### config.mk
export PLATFORM = sky130hd
export DESIGN_NAME = emb_bus_cycle
export DESIGN_NICKNAME = d
export VERILOG_FILES = /design/src/emb_pkg.sv /design/src/emb_bus_cycle.sv
export VERILOG_INCLUDE_DIRS = /design/src /design/src/src
export SDC_FILE = /design/constraint.sdc
export NUM_CORES = 1
export LEC_CHECK = 0
export ABC_AREA = 1
export BUFFER_PORTS_ARGS = -buffer_cell sky130_fd_sc_hd__clkbuf_2
export CELL_PAD_IN_SITES_DETAIL_PLACEMENT = 1
export CELL_PAD_IN_SITES_GLOBAL_PLACEMENT = 1
export CORE_MARGIN = 2
export CORE_UTILIZATION = 39
export CTS_CLUSTER_DIAMETER = 50
export CTS_CLUSTER_SIZE = 30
export DETAILED_ROUTE_END_ITERATION = 7
export PLACE_DENSITY = 0.76
export SETUP_SLACK_MARGIN = 0.3
export SLEW_MARGIN = 20
export SYNTH_ARGS = -nofsm -noshare
export SYNTH_HDL_FRONTEND = slang
export SYNTH_SLANG_ARGS = --single-unit
### constraint.sdc
create_clock -name sys_clk_in -period 2.65 [get_ports sys_clk_in]
set_clock_uncertainty 0.15 [all_clocks]
set_input_delay 0.6625 -clock sys_clk_in [delete_from_list [all_inputs] [get_ports sys_clk_in]]
set_output_delay 0.6625 -clock sys_clk_in [all_outputs]
set_load 0.05 [all_outputs]
### src/emb_timing_map.svh
`ifndef EMB_TIMING_MAP_SVH
`define EMB_TIMING_MAP_SVH

// one external bus cycle is two core clocks, so a strobe edge at a half cycle
// lands on a whole core clock edge
`define EMB_CLK_PERIOD_NS 10

// tick arithmetic, tick counters are 5 bits wide
`define EMB_TICK_ZERO 5'h00
`define EMB_TICK_ONE 5'h01

// power-up setup of chip select 0 (boot memory)
`define EMB_CS0_WSE_RST 1'b1
`define EMB_CS0_NWS_RST 3'h7
`define EMB_CS0_TDF_RST 3'h0
`define EMB_CS0_BAT_RST 1'b0

// power-up setup of the remaining chip selects
`define EMB_CSX_WSE_RST 1'b0
`define EMB_CSX_NWS_RST 3'h0
`define EMB_CSX_TDF_RST 3'h0
`define EMB_CSX_BAT_RST 1'b0

// global control: standard read protocol after reset
`define EMB_EARLY_READ_RST 1'b0

// float decisions
`define EMB_FLOAT_NONE 3'h0
`define EMB_FLOAT_ONE 3'h1

`endif

### src/emb_pkg.sv
`default_nettype none

package emb_pkg;
    // sequencer states
    typedef enum logic [1:0] {
        emb_st_idle = 2'b00,
        emb_st_access = 2'b01,
        emb_st_float = 2'b10
    } emb_state_t;

    // 3-bit per chip select fields (wait count, float cycles)
    typedef logic [2:0] emb_field_t;

    // half-cycle tick counter
    typedef logic [4:0] emb_tick_t;
endpackage : emb_pkg

`default_nettype wire

### src/emb_bus_cycle.sv
`include "emb_timing_map.svh"
`default_nettype none

// Notes on behaviour
// RULE_01 - standard read: select and address at start, read strobe in second half only
// RULE_02 - standard read protocol is used while early read select is clear
// RULE_03 - early read select set: read strobe falls at the start of the read
// RULE_04 - early mode back-to-back reads on one select keep read strobe low throughout
// RULE_05 - write: select and address at start, write strobe in second half only
// RULE_06 - zero wait states: write strobe rises at the end of the write cycle
// RULE_07 - each chip select has its own wait enable and 3-bit wait count
// RULE_08 - write strobe low half cycle at zero waits, one cycle per wait otherwise
// RULE_09 - each wait lengthens a read by one cycle; strobe fall point per mode
// RULE_10 - each wait lengthens a write by one cycle; strobe rises half cycle early
// RULE_11 - wait states extend the access itself, not idle gaps between accesses
// RULE_12 - each chip select has a float cycle count from 0 to 7
// RULE_13 - float cycles sit between accesses so the data bus is free
// RULE_14 - same select: none for read-read or write-write, float count for read-write
// RULE_15 - same select write then read: one float in early mode, none in standard
// RULE_16 - new select: max of 1 and old float count after read, one after write
// RULE_17 - the memory releases the data bus within the granted float cycles
// RULE_18 - after reset select 0 has 7 waits, 16-bit, no floats, standard read
// RULE_19 - lane style 0 uses two byte write strobes; 1 uses one strobe plus lane selects
// RULE_20 - wait enable clear means zero wait states whatever the wait count
// RULE_21 - last access select, direction and float count are kept for the next decision
module emb_bus_cycle
    import emb_pkg::*;
#(
    parameter int NUM_CS = 4,
    parameter int ADDR_W = 20,
    parameter int DATA_W = 16
) (
    input wire logic sys_clk_in,
    input wire logic resetn_in,
    // global control
    input wire logic mode_write_in,
    input wire logic mode_early_read_select_in,
    // per chip select configuration write
    input wire logic cfg_write_in,
    input wire logic [$clog2(NUM_CS)-1:0] cfg_cs_in,
    input wire logic cfg_wait_insert_enable_in,
    input wire logic [2:0] cfg_wait_count_in,
    input wire logic [2:0] cfg_float_cycles_in,
    input wire logic cfg_byte_lane_style_in,
    // access requests
    input wire logic req_valid_in,
    output logic req_ready_out,
    input wire logic req_write_in,
    input wire logic [$clog2(NUM_CS)-1:0] req_cs_in,
    input wire logic [ADDR_W-1:0] req_addr_in,
    input wire logic [DATA_W-1:0] req_wdata_in,
    input wire logic [1:0] req_byte_en_in,
    output logic rsp_valid_out,
    output logic [DATA_W-1:0] rsp_rdata_out,
    output logic busy_out,
    output logic early_read_select_out,
    // external memory pins
    output logic [NUM_CS-1:0] chip_select_n_out,
    output logic [ADDR_W-1:0] addr_out,
    output logic [DATA_W-1:0] data_out,
    output logic data_oe_out,
    input wire logic [DATA_W-1:0] data_in,
    output logic read_strobe_n_out,
    output logic write_strobe_n_out,
    output logic low_byte_write_n_out,
    output logic high_byte_write_n_out,
    output logic upper_lane_sel_n_out,
    output logic lower_lane_sel_n_out
);
    localparam int CSW = $clog2(NUM_CS);

    // configuration store
    logic cfg_wse [NUM_CS];
    emb_field_t cfg_nws [NUM_CS];
    emb_field_t cfg_tdf [NUM_CS];
    logic cfg_bat [NUM_CS];
    logic early_read_select;

    // pending request slot
    logic pend_valid;
    logic pend_write;
    logic [CSW-1:0] pend_cs;
    logic [ADDR_W-1:0] pend_addr;
    logic [DATA_W-1:0] pend_wdata;
    logic [1:0] pend_be;

    // the access on the pins, and the latest one started
    emb_state_t state;
    emb_tick_t tick;
    emb_tick_t last_tick;
    emb_tick_t cur_wlast;
    logic cur_write;
    logic cur_bat;
    logic [1:0] cur_be;
    logic prev_valid;
    logic prev_write;
    logic [CSW-1:0] prev_cs;
    emb_field_t prev_tdf;

    // combinational decisions
    emb_state_t next_state;
    emb_field_t next_float;
    emb_field_t pend_nws;
    logic next_pend_valid;
    logic start_now;
    logic access_end;
    logic accept;

    // float cycles owed between the latest access and the one waiting
    function automatic emb_field_t float_need(
        input logic pv,
        input logic pw,
        input logic [CSW-1:0] pcs,
        input emb_field_t ptdf,
        input logic nw,
        input logic [CSW-1:0] chip_select_n,
        input logic early
    );
        emb_field_t r;
        r = `EMB_FLOAT_NONE;
        if (!pv) begin
            r = `EMB_FLOAT_NONE;
        end else if (pcs == chip_select_n) begin
            if (!pw && nw) begin
                r = ptdf; // RULE_14
            end else if (pw && !nw) begin
                r = early ? `EMB_FLOAT_ONE : `EMB_FLOAT_NONE; // RULE_15
            end else begin
                r = `EMB_FLOAT_NONE; // RULE_14
            end
        end else if (pw) begin
            r = `EMB_FLOAT_ONE; // RULE_16
        end else begin
            r = (ptdf == `EMB_FLOAT_NONE) ? `EMB_FLOAT_ONE : ptdf; // RULE_16
        end
        return r;
    endfunction : float_need

    // per chip select configuration; select 0 wakes up as the boot memory
    always_ff @(posedge sys_clk_in) begin
        if (!resetn_in) begin
            for (int i = 0; i < NUM_CS; i++) begin
                cfg_wse[i] <= (i == 0) ? `EMB_CS0_WSE_RST : `EMB_CSX_WSE_RST; // RULE_18
                cfg_nws[i] <= (i == 0) ? `EMB_CS0_NWS_RST : `EMB_CSX_NWS_RST; // RULE_18
                cfg_tdf[i] <= (i == 0) ? `EMB_CS0_TDF_RST : `EMB_CSX_TDF_RST; // RULE_18
                cfg_bat[i] <= (i == 0) ? `EMB_CS0_BAT_RST : `EMB_CSX_BAT_RST; // RULE_18
            end
        end else if (cfg_write_in) begin
            cfg_wse[cfg_cs_in] <= cfg_wait_insert_enable_in; // RULE_07
            cfg_nws[cfg_cs_in] <= cfg_wait_count_in; // RULE_07
            cfg_tdf[cfg_cs_in] <= cfg_float_cycles_in; // RULE_12
            cfg_bat[cfg_cs_in] <= cfg_byte_lane_style_in;
        end
    end

    // global read protocol select, standard after reset
    always_ff @(posedge sys_clk_in) begin
        if (!resetn_in) begin
            early_read_select <= `EMB_EARLY_READ_RST; // RULE_02
            early_read_select_out <= `EMB_EARLY_READ_RST;
        end else if (mode_write_in) begin
            early_read_select <= mode_early_read_select_in;
            early_read_select_out <= mode_early_read_select_in;
        end
    end

    // sequencing decisions; config is sampled at start so later writes never cut an access
    always_comb begin
        pend_nws = cfg_wse[pend_cs] ? cfg_nws[pend_cs] : `EMB_FLOAT_NONE; // RULE_20
        next_float = float_need(prev_valid, prev_write, prev_cs, prev_tdf,
                                pend_write, pend_cs, early_read_select);
        access_end = (state == emb_st_access) && (tick == last_tick);
        start_now = 1'b0;
        next_state = state;
        case (state)
            emb_st_idle: begin
                if (pend_valid) begin
                    start_now = (next_float == `EMB_FLOAT_NONE);
                    next_state = start_now ? emb_st_access : emb_st_float;
                end
            end
            emb_st_access: begin
                if (access_end) begin
                    if (pend_valid) begin
                        // zero float: next access follows on the very next tick
                        start_now = (next_float == `EMB_FLOAT_NONE);
                        next_state = start_now ? emb_st_access : emb_st_float; // RULE_13
                    end else begin
                        next_state = emb_st_idle;
                    end
                end
            end
            emb_st_float: begin
                if (tick == last_tick) begin
                    start_now = 1'b1;
                    next_state = emb_st_access;
                end
            end
            default: begin
                next_state = emb_st_idle;
            end
        endcase
        accept = req_valid_in && req_ready_out;
        next_pend_valid = accept ? 1'b1 : (start_now ? 1'b0 : pend_valid);
    end

    // single request slot; ready drops while it is occupied
    always_ff @(posedge sys_clk_in) begin
        if (!resetn_in) begin
            pend_valid <= 1'b0;
            pend_write <= 1'b0;
            pend_cs <= '0;
            pend_addr <= '0;
            pend_wdata <= '0;
            pend_be <= '0;
            req_ready_out <= 1'b0;
        end else begin
            pend_valid <= next_pend_valid;
            req_ready_out <= !next_pend_valid;
            if (accept) begin
                pend_write <= req_write_in;
                pend_cs <= req_cs_in;
                pend_addr <= req_addr_in;
                pend_wdata <= req_wdata_in;
                pend_be <= req_byte_en_in;
            end
        end
    end

    // state, tick counter and history of the latest started access
    always_ff @(posedge sys_clk_in) begin
        if (!resetn_in) begin
            state <= emb_st_idle;
            tick <= `EMB_TICK_ZERO;
            last_tick <= `EMB_TICK_ZERO;
            cur_wlast <= `EMB_TICK_ONE;
            cur_write <= 1'b0;
            cur_bat <= 1'b0;
            cur_be <= '0;
            prev_valid <= 1'b0;
            prev_write <= 1'b0;
            prev_cs <= '0;
            prev_tdf <= `EMB_FLOAT_NONE;
            busy_out <= 1'b0;
        end else begin
            state <= next_state;
            busy_out <= (next_state != emb_st_idle);
            if (start_now) begin
                tick <= `EMB_TICK_ZERO;
                // two ticks per cycle, one extra cycle per wait, inside the access
                last_tick <= {1'b0, pend_nws, 1'b1}; // RULE_09 RULE_10 RULE_11
                cur_wlast <= (pend_nws == `EMB_FLOAT_NONE) ? `EMB_TICK_ONE
                                                          : {1'b0, pend_nws, 1'b0}; // RULE_08
                cur_write <= pend_write;
                cur_bat <= cfg_bat[pend_cs];
                cur_be <= pend_be;
                prev_valid <= 1'b1; // RULE_21
                prev_write <= pend_write; // RULE_21
                prev_cs <= pend_cs; // RULE_21
                prev_tdf <= cfg_tdf[pend_cs]; // RULE_21
            end else if (next_state == emb_st_float && state != emb_st_float) begin
                // whole float cycles, two ticks each
                tick <= `EMB_TICK_ZERO;
                last_tick <= 5'({1'b0, next_float, 1'b0} - `EMB_TICK_ONE); // RULE_13
            end else if (state != emb_st_idle) begin
                tick <= 5'(tick + `EMB_TICK_ONE);
            end
        end
    end

    // select, address and data pins; the bus is released whenever no access runs
    always_ff @(posedge sys_clk_in) begin
        if (!resetn_in) begin
            chip_select_n_out <= '1;
            addr_out <= '0;
            data_out <= '0;
            data_oe_out <= 1'b0;
        end else if (start_now) begin
            chip_select_n_out <= ~(NUM_CS'(1) << pend_cs); // RULE_01 RULE_05
            addr_out <= pend_addr; // RULE_01 RULE_05
            data_out <= pend_wdata;
            data_oe_out <= pend_write;
        end else if (access_end) begin
            // data drive ends with the write so the memory side sees a free bus
            chip_select_n_out <= '1;
            data_oe_out <= 1'b0; // RULE_13
        end
    end

    // read strobe; standard mode waits half a cycle to stay clear of the last driver
    always_ff @(posedge sys_clk_in) begin
        if (!resetn_in) begin
            read_strobe_n_out <= 1'b1;
        end else if (start_now) begin
            // early mode: low from tick 0, so back-to-back reads never release it
            read_strobe_n_out <= !(!pend_write && early_read_select); // RULE_01 RULE_03 RULE_04
        end else if (state == emb_st_access && !access_end) begin
            read_strobe_n_out <= cur_write; // RULE_09
        end else begin
            read_strobe_n_out <= 1'b1;
        end
    end

    // write strobes and lane selects; tick 0 never writes so setup is half a cycle
    always_ff @(posedge sys_clk_in) begin
        if (!resetn_in) begin
            write_strobe_n_out <= 1'b1;
            low_byte_write_n_out <= 1'b1;
            high_byte_write_n_out <= 1'b1;
            upper_lane_sel_n_out <= 1'b1;
            lower_lane_sel_n_out <= 1'b1;
        end else if (start_now) begin
            write_strobe_n_out <= 1'b1; // RULE_05
            low_byte_write_n_out <= 1'b1;
            high_byte_write_n_out <= 1'b1;
            // lane selects cover the whole access, reads and writes alike
            upper_lane_sel_n_out <= !(cfg_bat[pend_cs] && pend_be[1]); // RULE_19
            lower_lane_sel_n_out <= !(cfg_bat[pend_cs] && pend_be[0]); // RULE_19
        end else if (state == emb_st_access && !access_end) begin
            // strobe active on ticks 1..wlast, high for the final half cycle with waits
            write_strobe_n_out <= !(cur_write && cur_bat &&
                                    (5'(tick + `EMB_TICK_ONE) <= cur_wlast)); // RULE_06 RULE_10
            low_byte_write_n_out <= !(cur_write && !cur_bat && cur_be[0] &&
                                      (5'(tick + `EMB_TICK_ONE) <= cur_wlast)); // RULE_19
            high_byte_write_n_out <= !(cur_write && !cur_bat && cur_be[1] &&
                                       (5'(tick + `EMB_TICK_ONE) <= cur_wlast)); // RULE_19
        end else begin
            write_strobe_n_out <= 1'b1; // RULE_06
            low_byte_write_n_out <= 1'b1;
            high_byte_write_n_out <= 1'b1;
            upper_lane_sel_n_out <= 1'b1;
            lower_lane_sel_n_out <= 1'b1;
        end
    end

    // read data is taken on the edge that closes the access
    always_ff @(posedge sys_clk_in) begin
        if (!resetn_in) begin
            rsp_valid_out <= 1'b0;
            rsp_rdata_out <= '0;
        end else begin
            rsp_valid_out <= access_end && !cur_write;
            if (access_end && !cur_write) begin
                rsp_rdata_out <= data_in;
            end
        end
    end

endmodule : emb_bus_cycle

`default_nettype wire

==> results.md <==
Timing:
- Setup repair after global routing could not meet its margin everywhere.
- Setup violations remaining at the end of the flow were counted as 0.
- For the final routed database, the setup TNS stands at 0 ps.
- The max-slew violation total from the final report is 0.
- The hold violation count in the final report came to 0.
- Dividing the final minimum period by the clock period gives 86.1%.
- Counting I/O delays and the setup requirement, the final critical path takes 2280 ps.
- The worst-case setup margin in the final layout is 368 ps.
- The upper clock frequency limit is 0.438 GHz.
- The max-slew headroom at the worst pin is 62.8%.
- Hold is met by 273 ps.
- The worst-margin pin slew is 556 ps.

Setup path:
- On the critical path, the stage with the largest delay is an instance of dfxtp_4.
- Data on the critical path is required at its endpoint by 2800 ps.
- The delay of the slowest cell on the worst path is 360 ps.
- The worst flop-to-flop path startpoint is pend_cs[1].
- Broken down by cell family, the worst path's largest delay share belongs to simple AND/OR/NAND/NOR gates.
- The critical path endpoint category is a register.
- STA classifies the critical path startpoint as a register.
- The critical path goes through inv_2, nand2_1, and2_4, nor2_4, nand2_2, nand3_4, ha_4, ha_4, nand3_4, nand2_4, nand2_8, buf_12, nand2_4, inv_2, buf_4, nand2_2, o31ai_4.
- The most critical setup path has its endpoint at prev_cs[0].
- The number of buffers and inverters on the critical path is 4.
- The register-to-register path setup slack is 370 ps.
- Along the worst path, the maximum fanout reaches 5.
- The number of cells traversed by the worst register-to-register path is 17.
- The critical path starts at pend_cs[1].
- The number of logic stages on the critical path including buffering is 17.
- The endpoint identified for the worst register-to-register timing path is prev_cs[0].
- The critical path is of the reg -> reg type.
- The arrival time of data at the critical path endpoint is 2440 ps.

Clock tree:
- The hold buffer count at cts is 0.
- Buffers inserted during clock tree synthesis total 17.
- TritonCTS built the clock tree.
- CTS built an H-tree with a depth of 4.
- CTS placed an instance of clkbuf_16 at the clock tree root.
- Clock latency on the worst-skew pair, taken at its later pin, is 430 ps.
- The clock-pin slew on the worst setup and hold paths is 60 ps.
- The sink count of the clock tree is 169.
- The clock passes through at most 2 buffers.

Layout:
- The repair_antennas step left the layout with diodes totalling 0.
- The area growth from synthesis to layout is 29.9%.
- The ratio of cells with drive above 1 in the final layout is 25.8%.
- The net total in the final layout is 1048.
- After the flow finishes, the layout carries non-filler instances totaling 1199.

Floorplan:
- The die width is 134 um.
- The initial core utilization is 39.7%.
- The floorplan has 47 rows.
- The die is 134 um tall.
- 140 I/O pins were placed.
- The core region is 16500 um^2.
- The die area is 17800 um^2.

Global route:
- The residual overflow from global routing is 0.
- The first global-routing pass estimated 29500 um of wire.
- The total track usage is 21.0%.
- The number of global-route vias before repair is 5934.
- The pin count of the biggest net entering global routing is 58.
- The initial antenna violation count is 0.

Placed design:
- Detailed placement finished with a half-perimeter wire length of 12600 um.
- The placement-stage worst setup slack is 32.4 ps.
- The post-placement cell count is 1158.
- The final weighted congestion in routability-driven placement is 0.798.
- In this run the tool buffered the top-level ports with 139 buffer cells.

Routing:
- The routed design has 18500 um of wire.
- The starting DRC count in detailed routing is 239.
- The count of unresolved DRC violations after routing is 0.
- The average wire per cell in the routed design is 15.5 um.
- The number of vias after detailed routing is 5855.
- For this run, the detailed router's first-pass iteration total came to 4.
- The detail route stage leaves a number of antenna-violating nets equal to 0.
- In the routed layout, each cell is associated on average with a via count of 4.88.

Power:
- Across the VDD grid, the largest voltage drop is 469 uV.
- The power per cell area is 791 nW/um^2.
- The leakage component of the power is 0.00370 uW.

Synth:
- The count of different cell masters after synthesis is 27.
- The number of nets handed over by synthesis was 897.
- During synthesis, Yosys emitted a total of 0 warnings.
- The synthesized cell area is 6540 um^2.
- Counting flops and latches in the post-synthesis netlist gives 169.
- The average cell area after synthesis is 8.02 um^2.
- In the synthesized netlist, the number of instances is 816.
- The share of the yosys chip area belonging to registers is 55.9%.

Status:
- The flow ran to the end, and the final reports show no timing, DRC or antenna violations.

Job:
- The total of max-cap violations is 0.

Hold path:
- In this run the worst hold path is classified as reg -> reg.
cells in the final DEF (no fill, tap or decap), types with 3 or more instances in the layout:
master,n
a21oi_1,32
buf_4,26
clkbuf_16,20
clkbuf_2,138
dfxtp_1,135
dfxtp_2,6
edfxtp_1,27
ha_1,6
inv_1,60
inv_2,6
inv_4,3
nand2_1,72
nand2_2,7
nand2_4,4
nand3_1,31
nand3_4,3
nand4_1,4
nor2_1,213
nor2_2,3
nor2_4,3
nor3_1,4
o21ai_0,116
o21ai_1,8
o21ai_2,6
o22ai_1,11
xor2_1,4
report_power, final:
part / internal (uW) / switching (uW)
clock network: 1480 / 1050
registers: 2810 / 123
logic: 389 / 872
cells in the mapped netlist (all sizes together):
master | number | area (um^2)
and2 | 2 | 12.5
nor2 | 219 | 825
edfxtp | 27 | 811
a21oi | 33 | 165
nand2 | 84 | 325
nand3 | 35 | 175
o22ai | 11 | 68.8
o31ai | 1 | 7.51
nor3 | 5 | 25.0
clkinv | 2 | 7.51
nand4 | 4 | 25.0
buf | 8 | 68.8
clkbuf | 32 | 124
xor2 | 5 | 43.8
inv | 66 | 248
dfxtp | 142 | 2840
ha | 8 | 100
a211oi | 1 | 7.51
xnor2 | 1 | 8.76
o21ai | 130 | 651
worst min path at each step:
stage               cells past startpoint               endpoint       from  slack (ps)
floorplan                               1  high_byte_write_n_out  cur_be[1]         230
global placement                        1   low_byte_write_n_out  cur_be[0]         260
detailed placement                      1   low_byte_write_n_out  cur_be[0]         260
CTS                                     1   low_byte_write_n_out  cur_be[0]         280
global route                            1   low_byte_write_n_out  cur_be[0]         280
finish                                  1  high_byte_write_n_out  cur_be[1]         270
stage by stage:
stage | total power (uW) | utilization, % | area (um^2)
after floorplan | 3780 | - | 6540
after global placement | 4090 | 45.7 | 7520
after global routing | 7050 | 51.6 | 8500
after CTS | 6700 | 50.1 | 8250
final | 6720 | 51.6 | 8500
after detailed placement | 4130 | 45.7 | 7520
final cells by class:
cell class	count	area, um^2
clock buffers	19	464
multi-input cells	539	2660
fillers	2026	7970
inverters	68	258
clock inverters	12	138
repair buffers	172	1040
well taps	220	275
flip-flops and latches	169	3660
per-layer routing:
metal  wire length [um]  track usage, %
met1               8210            25.7
met2               9260            36.1
met3                804            5.14
met4                275            7.33
met5                  0               0
registers in the layout (all words and copies together), names as in the netlist, 3 cells and up, named ones only:
signal,flops
addr_out,20
cfg_bat,4
cfg_nws,12
cfg_tdf,12
cfg_wse,4
chip_select_n_out,4
cur_wlast,4
data_out,16
last_tick,5
pend_addr,20
pend_wdata,16
prev_tdf,3
rsp_rdata_out,16
tick,5
kinds of logic (layout without fill, tap and decap cells):
| kind of cell | after synthesis | count (layout) | synth area share [%] |
|---|---|---|---|
| buf+inv | 108 | 271 | 6.85 |
| fa+ha+maj | 8 | 8 | 1.53 |
| simple gates | 349 | 349 | 21.2 |
| flops | 169 | 169 | 55.9 |
| compound gates | 176 | 176 | 13.8 |
| xor+xnor | 6 | 6 | 0.803 |
what timing repair did:
action / CTS / global route
resized for setup: 27 / 49
buffers inserted: 4 / 3
cloned: 1 / 2
endpoints found under the hold margin: 0 / 0
setup endpoints to repair: 68 / 70
pin swaps: 5 / 7
(Power assumes the default switching activity.)
